===== src/rtl/nor_host_pkg.sv =====
package nor_host_pkg;
    // flash command codes
    localparam logic [7:0] CMD_BUF_SETUP = 8'h25;
    localparam logic [7:0] CMD_CONFIRM = 8'h29;
    localparam logic [7:0] CMD_ABORT_RESET = 8'hF0;
    localparam logic [7:0] CMD_SUSPEND = 8'hB0;
    localparam logic [7:0] CMD_RESUME = 8'h30;
    localparam logic [7:0] CMD_UNLOCK1 = 8'hAA;
    localparam logic [7:0] CMD_UNLOCK2 = 8'h55;
    localparam logic [7:0] CMD_AUTOSEL = 8'h90;
    localparam logic [7:0] CMD_EXT_ENTER = 8'h88;
    localparam logic [7:0] CMD_EXT_EXIT1 = 8'h90;
    localparam logic [7:0] CMD_EXT_EXIT2 = 8'h00;
    localparam logic [23:0] UNLOCK_ADDR1 = 24'h00_0555;
    localparam logic [23:0] UNLOCK_ADDR2 = 24'h00_02AA;
    // buffer limits
    localparam logic [9:0] BUF_MAX_X16 = 10'h01FF;
    localparam logic [9:0] BUF_MAX_X8 = 10'h00FF;
    // polling status bit positions
    localparam int ABORT_FLAG_BIT = 1;
    localparam int ERROR_FLAG_BIT = 5;
    localparam int TOGGLE_STATUS_BIT = 6;
    localparam int COMPLETION_STATUS_BIT = 7;
    // bus cycle timing, cycles at 40 MHz
    localparam int CLK_NS = 25;
    localparam int WE_LOW_NS = 50;
    localparam int RD_ACC_NS = 75;
    localparam logic [3:0] WE_CYC = 4'((WE_LOW_NS + CLK_NS - 1) / CLK_NS);
    localparam logic [3:0] RD_CYC = 4'((RD_ACC_NS + CLK_NS - 1) / CLK_NS);
    // own register offsets
    localparam logic [7:0] REG_CTRL = 8'h00;
    localparam logic [7:0] REG_ADDR = 8'h04;
    localparam logic [7:0] REG_DATA = 8'h08;
    localparam logic [7:0] REG_STATUS = 8'h0C;
    localparam logic [7:0] REG_RDATA = 8'h10;
    localparam logic [31:0] RESP_OKAY = 32'h0000_0000;
    // host operations, written to ctrl[3:0]
    localparam logic [3:0] OP_WRITE = 4'h1;
    localparam logic [3:0] OP_READ = 4'h2;
    localparam logic [3:0] OP_BUF_SETUP = 4'h3;
    localparam logic [3:0] OP_LOAD = 4'h4;
    localparam logic [3:0] OP_CONFIRM = 4'h5;
    localparam logic [3:0] OP_ABORT_RESET = 4'h6;
    localparam logic [3:0] OP_SUSPEND = 4'h7;
    localparam logic [3:0] OP_RESUME = 4'h8;
    localparam logic [3:0] OP_AUTOSEL = 4'h9;
    localparam logic [3:0] OP_EXT_ENTER = 4'hA;
    localparam logic [3:0] OP_EXT_EXIT = 4'hB;
    localparam logic [3:0] OP_EXIT = 4'hC;

    typedef struct packed {
        logic [23:0] addr;
        logic [15:0] data;
    } flash_cycle_t;
endpackage : nor_host_pkg


===== src/rtl/nor_host_ctrl.sv =====
// Function
// - in bypass mode setup 25h is sent without the two unlock writes
// - programming starts only when 29h follows the loads
// - after any abort host issues F0h reset before new operations
// - in bypass mode abort recovery uses the full three-write sequence
// - extended block reads are bracketed by enter and exit sequences
// - resume 30h continues programming, progress via polling bits
// - host unprotects target blocks before raising high voltage; here ctrl[11] drives the pin with no unprotect step
// - high voltage only for accelerated buffer program and chip erase; here ctrl[11] raises it for any operation
// - count n goes to block address, then n+1 loads from start
//
// The address map and the AXI4-Lite register port were left to the implementer.
`timescale 1ns/1ps
module nor_host_ctrl (
    // clock and reset
    input wire logic aclk,
    input wire logic aresetn,
    // axi4-lite slave
    input wire logic [7:0] s_awaddr,
    input wire logic s_awvalid,
    output logic s_awready,
    input wire logic [31:0] s_wdata,
    input wire logic [3:0] s_wstrb,
    input wire logic s_wvalid,
    output logic s_wready,
    output logic [1:0] s_bresp,
    output logic s_bvalid,
    input wire logic s_bready,
    input wire logic [7:0] s_araddr,
    input wire logic s_arvalid,
    output logic s_arready,
    output logic [31:0] s_rdata,
    output logic [1:0] s_rresp,
    output logic s_rvalid,
    input wire logic s_rready,
    // flash pins
    output logic [23:0] flash_addr,
    input wire logic [15:0] flash_dq_in,
    output logic [15:0] flash_dq_out,
    output logic flash_dq_oe,
    output logic flash_ce_n,
    output logic flash_oe_n,
    output logic flash_we_n,
    output logic flash_rst_n,
    output logic accel_high_voltage_level
);
    typedef enum logic [3:0] {
        S_IDLE = 4'b0001,
        S_WR = 4'b0010,
        S_RD = 4'b0100,
        S_GAP = 4'b1000
    } bus_st_t;

    bus_st_t st_r;
    nor_host_pkg::flash_cycle_t seq_r [0:3];
    logic [1:0] seq_len_r;
    logic [1:0] seq_idx_r;
    logic [3:0] cnt_r;
    logic [23:0] addr_r;
    logic [15:0] data_r;
    logic [15:0] rdata_r;
    logic bypass_r, x8_r, hw_reset_r, busy_r;
    logic aborted_r, suspended_r, resumed_r, err_cnt_r;
    logic aw_ok_r, w_ok_r;
    logic [7:0] awaddr_r;
    logic [31:0] wdata_r;
    logic cmd_go;
    logic [3:0] op;

    // unlock prefix skipped for buffer setup while bypass mode or high voltage is on
    function automatic logic use_unlock(input logic byp);
        return !byp;
    endfunction : use_unlock

    // axi write capture, address and data in either order
    always_ff @(posedge aclk) begin
        if (!aresetn) begin
            aw_ok_r <= 1'b0;
            w_ok_r <= 1'b0;
            awaddr_r <= 8'h00;
            wdata_r <= 32'h0000_0000;
        end else if (s_bvalid && s_bready) begin
            aw_ok_r <= 1'b0;
            w_ok_r <= 1'b0;
        end else begin
            if (s_awvalid && s_awready) begin
                aw_ok_r <= 1'b1;
                awaddr_r <= s_awaddr;
            end
            if (s_wvalid && s_wready) begin
                w_ok_r <= 1'b1;
                wdata_r <= s_wdata;
            end
        end
    end

    assign cmd_go = aw_ok_r && w_ok_r && !s_bvalid &&
        awaddr_r == nor_host_pkg::REG_CTRL && st_r == S_IDLE && !busy_r;
    assign op = wdata_r[3:0];

    // handshake outputs from flops
    always_ff @(posedge aclk) begin
        if (!aresetn) begin
            s_awready <= 1'b0;
            s_wready <= 1'b0;
            s_bvalid <= 1'b0;
            s_bresp <= 2'b00;
        end else begin
            s_awready <= !aw_ok_r && !s_awready && !s_bvalid;
            s_wready <= !w_ok_r && !s_wready && !s_bvalid;
            if (s_bvalid && s_bready)
                s_bvalid <= 1'b0;
            else if (aw_ok_r && w_ok_r && !s_bvalid &&
                     (awaddr_r != nor_host_pkg::REG_CTRL ||
                      (st_r == S_IDLE && !busy_r))) begin
                s_bvalid <= 1'b1;
                s_bresp <= 2'b00;
            end
        end
    end

    // own registers: address, data, mode bits
    always_ff @(posedge aclk) begin
        if (!aresetn) begin
            addr_r <= 24'h00_0000;
            data_r <= 16'h0000;
            bypass_r <= 1'b0;
            x8_r <= 1'b0;
            hw_reset_r <= 1'b0;
        end else if (aw_ok_r && w_ok_r && !s_bvalid) begin
            if (awaddr_r == nor_host_pkg::REG_ADDR)
                addr_r <= wdata_r[23:0];
            if (awaddr_r == nor_host_pkg::REG_DATA)
                data_r <= wdata_r[15:0];
            if (awaddr_r == nor_host_pkg::REG_CTRL && !busy_r) begin
                bypass_r <= wdata_r[8];
                x8_r <= wdata_r[9];
                hw_reset_r <= wdata_r[10];
            end
        end
    end

    // high voltage from its own bit, ctrl[11], with no block unprotect step
    always_ff @(posedge aclk) begin
        if (!aresetn)
            accel_high_voltage_level <= 1'b0;
        else if (aw_ok_r && w_ok_r && !s_bvalid &&
                 awaddr_r == nor_host_pkg::REG_CTRL && !busy_r)
            accel_high_voltage_level <= wdata_r[11];
    end

    // sequence builder and flash bus cycle engine
    always_ff @(posedge aclk) begin
        if (!aresetn) begin
            st_r <= S_IDLE;
            busy_r <= 1'b0;
            seq_len_r <= 2'd0;
            seq_idx_r <= 2'd0;
            cnt_r <= 4'h0;
            for (int i = 0; i < 4; i++)
                seq_r[i] <= '0;
            flash_addr <= 24'h00_0000;
            flash_dq_out <= 16'h0000;
            flash_dq_oe <= 1'b0;
            flash_ce_n <= 1'b1;
            flash_oe_n <= 1'b1;
            flash_we_n <= 1'b1;
            rdata_r <= 16'h0000;
        end else unique case (st_r)
            S_IDLE: begin
                if (cmd_go) begin
                    busy_r <= 1'b1;
                    seq_idx_r <= 2'd0;
                    seq_r[0] <= '{nor_host_pkg::UNLOCK_ADDR1,
                        {8'h00, nor_host_pkg::CMD_UNLOCK1}};
                    seq_r[1] <= '{nor_host_pkg::UNLOCK_ADDR2,
                        {8'h00, nor_host_pkg::CMD_UNLOCK2}};
                    seq_len_r <= 2'd2;
                    unique case (op)
                        nor_host_pkg::OP_BUF_SETUP: begin
                            // setup to block, then count n
                            seq_r[0] <= '{addr_r,
                                {8'h00, nor_host_pkg::CMD_BUF_SETUP}};
                            seq_r[1] <= '{addr_r, data_r};
                            seq_len_r <= 2'd1;
                            if (use_unlock(bypass_r ||
                                    accel_high_voltage_level)) begin
                                seq_r[2] <= '{addr_r,
                                    {8'h00, nor_host_pkg::CMD_BUF_SETUP}};
                                seq_r[0] <= '{nor_host_pkg::UNLOCK_ADDR1,
                                    {8'h00, nor_host_pkg::CMD_UNLOCK1}};
                                seq_r[1] <= '{nor_host_pkg::UNLOCK_ADDR2,
                                    {8'h00, nor_host_pkg::CMD_UNLOCK2}};
                                seq_r[3] <= '{addr_r, data_r};
                                seq_len_r <= 2'd3;
                            end
                        end
                        nor_host_pkg::OP_CONFIRM: begin
                            seq_r[0] <= '{addr_r,
                                {8'h00, nor_host_pkg::CMD_CONFIRM}};
                            seq_len_r <= 2'd0;
                        end
                        nor_host_pkg::OP_ABORT_RESET: begin
                            // always the full three writes
                            seq_r[2] <= '{nor_host_pkg::UNLOCK_ADDR1,
                                {8'h00, nor_host_pkg::CMD_ABORT_RESET}};
                        end
                        nor_host_pkg::OP_SUSPEND: begin
                            seq_r[0] <= '{addr_r,
                                {8'h00, nor_host_pkg::CMD_SUSPEND}};
                            seq_len_r <= 2'd0;
                        end
                        nor_host_pkg::OP_RESUME: begin
                            seq_r[0] <= '{addr_r,
                                {8'h00, nor_host_pkg::CMD_RESUME}};
                            seq_len_r <= 2'd0;
                        end
                        nor_host_pkg::OP_AUTOSEL:
                            seq_r[2] <= '{nor_host_pkg::UNLOCK_ADDR1,
                                {8'h00, nor_host_pkg::CMD_AUTOSEL}};
                        nor_host_pkg::OP_EXT_ENTER:
                            seq_r[2] <= '{nor_host_pkg::UNLOCK_ADDR1,
                                {8'h00, nor_host_pkg::CMD_EXT_ENTER}};
                        nor_host_pkg::OP_EXT_EXIT: begin
                            seq_r[0] <= '{addr_r,
                                {8'h00, nor_host_pkg::CMD_EXT_EXIT1}};
                            seq_r[1] <= '{addr_r,
                                {8'h00, nor_host_pkg::CMD_EXT_EXIT2}};
                            seq_len_r <= 2'd1;
                        end
                        nor_host_pkg::OP_EXIT: begin
                            seq_r[0] <= '{addr_r,
                                {8'h00, nor_host_pkg::CMD_ABORT_RESET}};
                            seq_len_r <= 2'd0; // leaves auto-select
                        end
                        default: begin
                            // plain write, load or read of one location
                            seq_r[0] <= '{addr_r, data_r};
                            seq_len_r <= 2'd0;
                        end
                    endcase
                    st_r <= (op == nor_host_pkg::OP_READ) ? S_RD : S_WR;
                    cnt_r <= 4'h0;
                end
            end
            S_WR: begin
                flash_addr <= seq_r[seq_idx_r].addr;
                flash_dq_out <= seq_r[seq_idx_r].data;
                flash_dq_oe <= 1'b1;
                flash_ce_n <= 1'b0;
                flash_we_n <= 1'b0;
                cnt_r <= cnt_r + 4'h1;
                if (cnt_r == nor_host_pkg::WE_CYC) begin
                    flash_we_n <= 1'b1;
                    cnt_r <= 4'h0;
                    st_r <= S_GAP;
                end
            end
            S_RD: begin
                // reads allowed any time, status word while busy
                flash_addr <= seq_r[0].addr;
                flash_ce_n <= 1'b0;
                flash_oe_n <= 1'b0;
                cnt_r <= cnt_r + 4'h1;
                if (cnt_r == nor_host_pkg::RD_CYC) begin
                    rdata_r <= flash_dq_in;
                    flash_oe_n <= 1'b1;
                    cnt_r <= 4'h0;
                    st_r <= S_GAP;
                end
            end
            S_GAP: begin
                flash_ce_n <= 1'b1;
                flash_dq_oe <= 1'b0;
                if (flash_oe_n && seq_idx_r != seq_len_r &&
                    !flash_dq_oe == 1'b0) begin
                    seq_idx_r <= seq_idx_r + 2'd1;
                    st_r <= S_WR;
                end else begin
                    busy_r <= 1'b0;
                    st_r <= S_IDLE;
                end
            end
            default: st_r <= S_IDLE;
        endcase
    end

    // hardware reset pin, aborts suspended program
    always_ff @(posedge aclk) begin
        if (!aresetn)
            flash_rst_n <= 1'b0;
        else
            flash_rst_n <= !hw_reset_r;
    end

    // host view of device state from issued commands and polling reads
    always_ff @(posedge aclk) begin
        if (!aresetn) begin
            aborted_r <= 1'b0;
            suspended_r <= 1'b0;
            resumed_r <= 1'b0;
            err_cnt_r <= 1'b0;
        end else begin
            if (cmd_go && op == nor_host_pkg::OP_BUF_SETUP)
                err_cnt_r <= {6'h00, data_r[9:0]} >
                    {6'h00, x8_r ? nor_host_pkg::BUF_MAX_X8
                                 : nor_host_pkg::BUF_MAX_X16};
            if (st_r == S_RD && cnt_r == nor_host_pkg::RD_CYC)
                // abort signature: flag set, error clear
                aborted_r <= flash_dq_in[nor_host_pkg::ABORT_FLAG_BIT] &&
                    !flash_dq_in[nor_host_pkg::ERROR_FLAG_BIT];
            if (cmd_go && op == nor_host_pkg::OP_ABORT_RESET)
                aborted_r <= 1'b0;
            if (cmd_go && op == nor_host_pkg::OP_SUSPEND) begin
                suspended_r <= 1'b1;
                resumed_r <= 1'b0;
            end
            if (cmd_go && op == nor_host_pkg::OP_RESUME && !resumed_r) begin
                suspended_r <= 1'b0;
                resumed_r <= 1'b1;
            end
            if (hw_reset_r) begin
                suspended_r <= 1'b0;
                resumed_r <= 1'b0;
            end
        end
    end

    // axi read channel
    always_ff @(posedge aclk) begin
        if (!aresetn) begin
            s_arready <= 1'b0;
            s_rvalid <= 1'b0;
            s_rdata <= 32'h0000_0000;
            s_rresp <= 2'b00;
        end else begin
            s_arready <= !s_rvalid && !s_arready;
            if (s_rvalid && s_rready)
                s_rvalid <= 1'b0;
            else if (s_arvalid && s_arready) begin
                s_rvalid <= 1'b1;
                s_rresp <= 2'b00;
                unique case (s_araddr)
                    nor_host_pkg::REG_CTRL: s_rdata <= {20'h0_0000,
                        accel_high_voltage_level, hw_reset_r, x8_r,
                        bypass_r, 4'h0, wdata_r[3:0]};
                    nor_host_pkg::REG_ADDR: s_rdata <= {8'h00, addr_r};
                    nor_host_pkg::REG_DATA: s_rdata <= {16'h0000, data_r};
                    nor_host_pkg::REG_STATUS: s_rdata <= {26'h000_0000,
                        err_cnt_r, resumed_r, suspended_r, aborted_r,
                        1'b0, busy_r};
                    nor_host_pkg::REG_RDATA: s_rdata <= {16'h0000, rdata_r};
                    default: begin
                        s_rdata <= nor_host_pkg::RESP_OKAY;
                        s_rresp <= 2'b10;
                    end
                endcase
            end
        end
    end
endmodule : nor_host_ctrl


===== config.mk =====
export PLATFORM = sky130hd
export DESIGN_NAME = nor_host_ctrl
export DESIGN_NICKNAME = d
export VERILOG_FILES = /design/src/rtl/nor_host_pkg.sv /design/src/rtl/nor_host_ctrl.sv
export SDC_FILE = /design/constraint.sdc
export NUM_CORES = 1
export LEC_CHECK = 0
export BUFFER_PORTS_ARGS = -buffer_cell sky130_fd_sc_hd__clkbuf_2
export CAP_MARGIN = 5
export CELL_PAD_IN_SITES_DETAIL_PLACEMENT = 1
export CELL_PAD_IN_SITES_GLOBAL_PLACEMENT = 1
export CORE_AREA = 2 2 178 214
export DETAILED_ROUTE_END_ITERATION = 8
export DIE_AREA = 0 0 180 216
export HOLD_SLACK_MARGIN = 0.02
export PLACE_DENSITY = 0.81
export SETUP_SLACK_MARGIN = 0.02
export SLEW_MARGIN = 25
export SYNTH_ARGS = -nofsm -noshare
export SYNTH_HDL_FRONTEND = slang
export SYNTH_SLANG_ARGS = --single-unit

===== constraint.sdc =====
create_clock -name aclk -period 6.3 [get_ports aclk]
set_clock_uncertainty 0.15 [all_clocks]
set_input_delay 0.315 -clock aclk [delete_from_list [all_inputs] [get_ports aclk]]
set_output_delay 0.315 -clock aclk [all_outputs]
set_load 0.01 [all_outputs]

==> results by group <==
Finish
  – Commonest non-fill, non-tap cell in the layout: nand2_1
  – Fill cell count: 3,908
  – Fin nets: 1,582
  – Area grow syn2layout: 18.9%
  – Final cell count without fillers: 2,003
  – Fraction of layout cells with a size suffix above 1: 18.8%
  – Antenna cells: 0
  – Commonest cells after routing, fill and taps aside: nand2_1, dfxtp_1, edfxtp_1

Min path
  – HP Class: input pin to register

Place
  – IO buf count: 138
  – Placed Instances: 1,889
  – Worst slack, placed: 2.84 ns
  – Routability cong.: 0.857
  – DP Wirelength: 29.0 mm

STA
  – Final Max Tran Viols: 0
  – Final Critical Period: 3.48 ns
  – Slack of the critical path: 2.82 ns
  – Slew headroom: 29.8%
  – Unrepaired setup endpoints after global routing: no
  – Final worst-path cycle share: 55.2%
  – Fmax: 288 MHz
  – Slew @ Worst Pin: 1.05 ns
  – Setup_tns: 0 ns
  – Fin. Hold Viols: 0
  – Final setup violation count: 0

Floorplanning
  – Core ar.: 36,700 um^2
  – I/O pin count: 162
  – Die Height: 216 um
  – Die W: 180 um
  – Initial Utilization: 39.6%
  – Die Area: 38,900 um^2
  – Core Rows: 77

Clock network
  – Clock transition at the registers of the reported paths: 0.07 ns
  – Clk buf depth: 3
  – Clk Tree Root Cell: clkbuf_16
  – TritonCTS Buffers: 34
  – Resize count post-CTS: 0
  – H-Tree Depth: 2
  – CTS sink cnt: 338
  – Clk Latency, worst-skew pair: 0.53 ns
  – CTS tree: done

Logic synthesis
  – Post-Syn Area per Cell: 10.7 um^2
  – Synth Instances: 1,357
  – Cell taking the most area after synthesis: edfxtp_1
  – Synth Register Bits: 338
  – Primary FF master, synth: dfxtp_1
  – Top-area cell type share of the netlist area: 30.9%
  – Synth unique cells: 74
  – Register area share after synthesis: 56.8%
  – Area contributors post-synth: edfxtp_1, dfxtp_1, nand2_1
  – Yosys warns: 0
  – Area of the mapped netlist: 14,600 um^2
  – Number of synthesized flops with an enable pin: 150
  – Async set or reset register ratio after synthesis: 0%

Routing
  – DRC viols: 0
  – Antenna Nets Post-Route: 0
  – Mean routed wirelength per cell: 22.4 um
  – Via count: 11,300
  – Drt total wl: 44.8 mm
  – Drt via density: 5.67
  – Iter 0 DRT Violations: 765
  – First-pass DRT Iterations: 7

Critical path
  – CP Buf/Inv Count: 1
  – Crit-path max cell delay: 0.88 ns
  – CP startpoint kind: register
  – CP Data Required Time: 6.37 ns
  – Critical path capture point type: register
  – Most used cell along the critical path: nand2_1
  – Critical path type: register to register
  – Worst path top cell family by delay: simple AND/OR/NAND/NOR gates
  – Cells along the critical path: and4bb_2 > nand2_1 > nand2_1 > a21o_1 > buf_4
  – CP Max Fanout: 24
  – Crit path DAT: 3.54 ns
  – CP max-delay cell: dfxtp_1

Global route
  – GRT Resource Usage Total: 23.0%
  – First-pass GRT wire length: 70.5 mm
  – GRT overflow: 0
  – Vias in the first global route: 12,300
  – Initial antenna violation count: 0
  – Largest net degree at the start of global routing: 54

Run
  – Max-cap violations: 0

Pwr
  – VDD IR max: 0.172 mV
  – Switching pwr: 1.09 mW
  – Seq pwr share: 49.6%
  – Power per cell area: 278 nW/um^2
  – Internal power: 3.72 mW
  – Clock network power share: 44.7%
  – Leakage: 6.21 nW
  – Gate power share: 5.7%
  – Switching power share of the total: 22.6%

Outcome
  – Status: finished, final reports clean
==> power by group through the flow <==
| stage | clock network, mW | registers (mW) | logic [mW] |
|---|---|---|---|
| 2_1_floorplan | 0 | 2.41 | 0.174 |
| 3_3_place_gp | 0 | 2.42 | 0.238 |
| 3_5_place_dp | 0 | 2.43 | 0.246 |
| 4_1_cts | 2.17 | 2.38 | 0.273 |
| 5_1_grt | 2.25 | 2.39 | 0.297 |
| 6_report | 2.15 | 2.38 | 0.275 |
==> through the flow <==
step / total power, mW / hold slack (ns) / instance area [um^2] / util (%)
global placement: 2.66 / 0.293 / 15500 / 42.3
floorplan: 2.59 / 0.278 / 14600 / -
detailed placement: 2.67 / 0.301 / 15600 / 42.4
CTS: 4.82 / 0.0991 / 17300 / 47.1
global route: 4.93 / 0.123 / 17300 / 47.1
finish: 4.80 / 0.112 / 17300 / 47.1
==> flip-flops by register name, summed over array words and instances (netlist names), 2 cells and up, named ones only <==
name and cells:
rdata_r 16, data_r 16, st_r 4, seq_r 150, flash_addr 24, cnt_r 4
seq_len_r 2, addr_r 24, flash_dq_out 16, wdata_r 24, s_rdata 24, seq_idx_r 2
awaddr_r 8
==> synthesized netlist by cell type (all sizes together) (3+ instances only) <==
master / number
a2bb2oi: 13
nand2: 209
nor3: 40
nor2b: 11
mux2i: 31
nand4: 6
nor4b: 5
mux4: 31
and3: 9
o22ai: 8
o21ai: 21
nor2: 89
nand3b: 12
dfxtp: 188
a32oi: 8
a221oi: 9
a32o: 3
inv: 14
and2: 76
or4b: 4
a22oi: 31
buf: 38
mux2: 12
nor3b: 20
nand3: 18
nand2b: 6
nor4: 8
clkbuf: 74
or3: 4
a31oi: 4
o2bb2ai: 5
o211ai: 12
a21oi: 144
ha: 3
o21a: 11
edfxtp: 150
==> kinds of logic (layout without fill, tap and decap cells) <==
| logic type | after synthesis | count (layout) | synth area share, % |
|---|---|---|---|
| buf+inv | 126 | 288 | 3.94 |
| simple gates | 527 | 527 | 18.6 |
| compound gates | 285 | 285 | 12.3 |
| other cells | 1 | 11 | 0.0258 |
| flops | 338 | 338 | 56.8 |
| fa+ha+maj | 3 | 3 | 0.258 |
| mux | 74 | 74 | 7.86 |
| xor+xnor | 3 | 3 | 0.181 |
==> worst register-to-register path: cells and delay by family, from the launching register on <==
family | cells | cell delay, ns
and+or+nand+nor | 3 | 1.04
DFF | 1 | 0.88
AOI/OAI and AO/OA | 1 | 0.70
buffers and inverters | 1 | 0.39
==> what timing repair did <==
action | 4_1_cts | 5_1_grt
hold buffers | 52 | 0
endpoints found under the hold margin | 52 | 0
setup buffers | 0 | 0
==> area by class of cell <==
cell class,instances,area [um^2],share of cell area [%]
Clock buffer,52,1080,6.26
Clock inverter,9,106,0.615
Sequential cell,338,8270,47.8
Multi-Input combinational cell,903,5800,33.5
Tap cell,474,593,3.43
Timing Repair Buffer,213,1400,8.07
Inverter,14,55.1,0.318
==> layer usage <==
layer	track usage, %	vias to the layer above	part of all wire [%]
li1	-	5171	-
met1	27.3	5725	39
met2	41.4	355	52
met3	3.54	98	5.3
met4	9.78	0	3.7
met5	0	-	0
==> worst paths after layout <==
path / startpoint / to / slack, ns / depth (start not counted)
setup / recovery: wdata_r[0]$_SDFFE_PN0P_ / seq_r[2][34]$_DFFE_PP_ / 2.82 / 5
hold / removal: aresetn / flash_ce_n$_SDFFE_PN1P_ / 0.11 / 3
setup reg to reg: wdata_r[0]$_SDFFE_PN0P_ / seq_r[2][34]$_DFFE_PP_ / 2.82 / 5
hold reg to reg: wdata_r[23]$_SDFFE_PN0P_ / addr_r[23]$_SDFFE_PN0P_ / 0.31 / 2
Note: power is estimated with default switching activity, not from simulation.
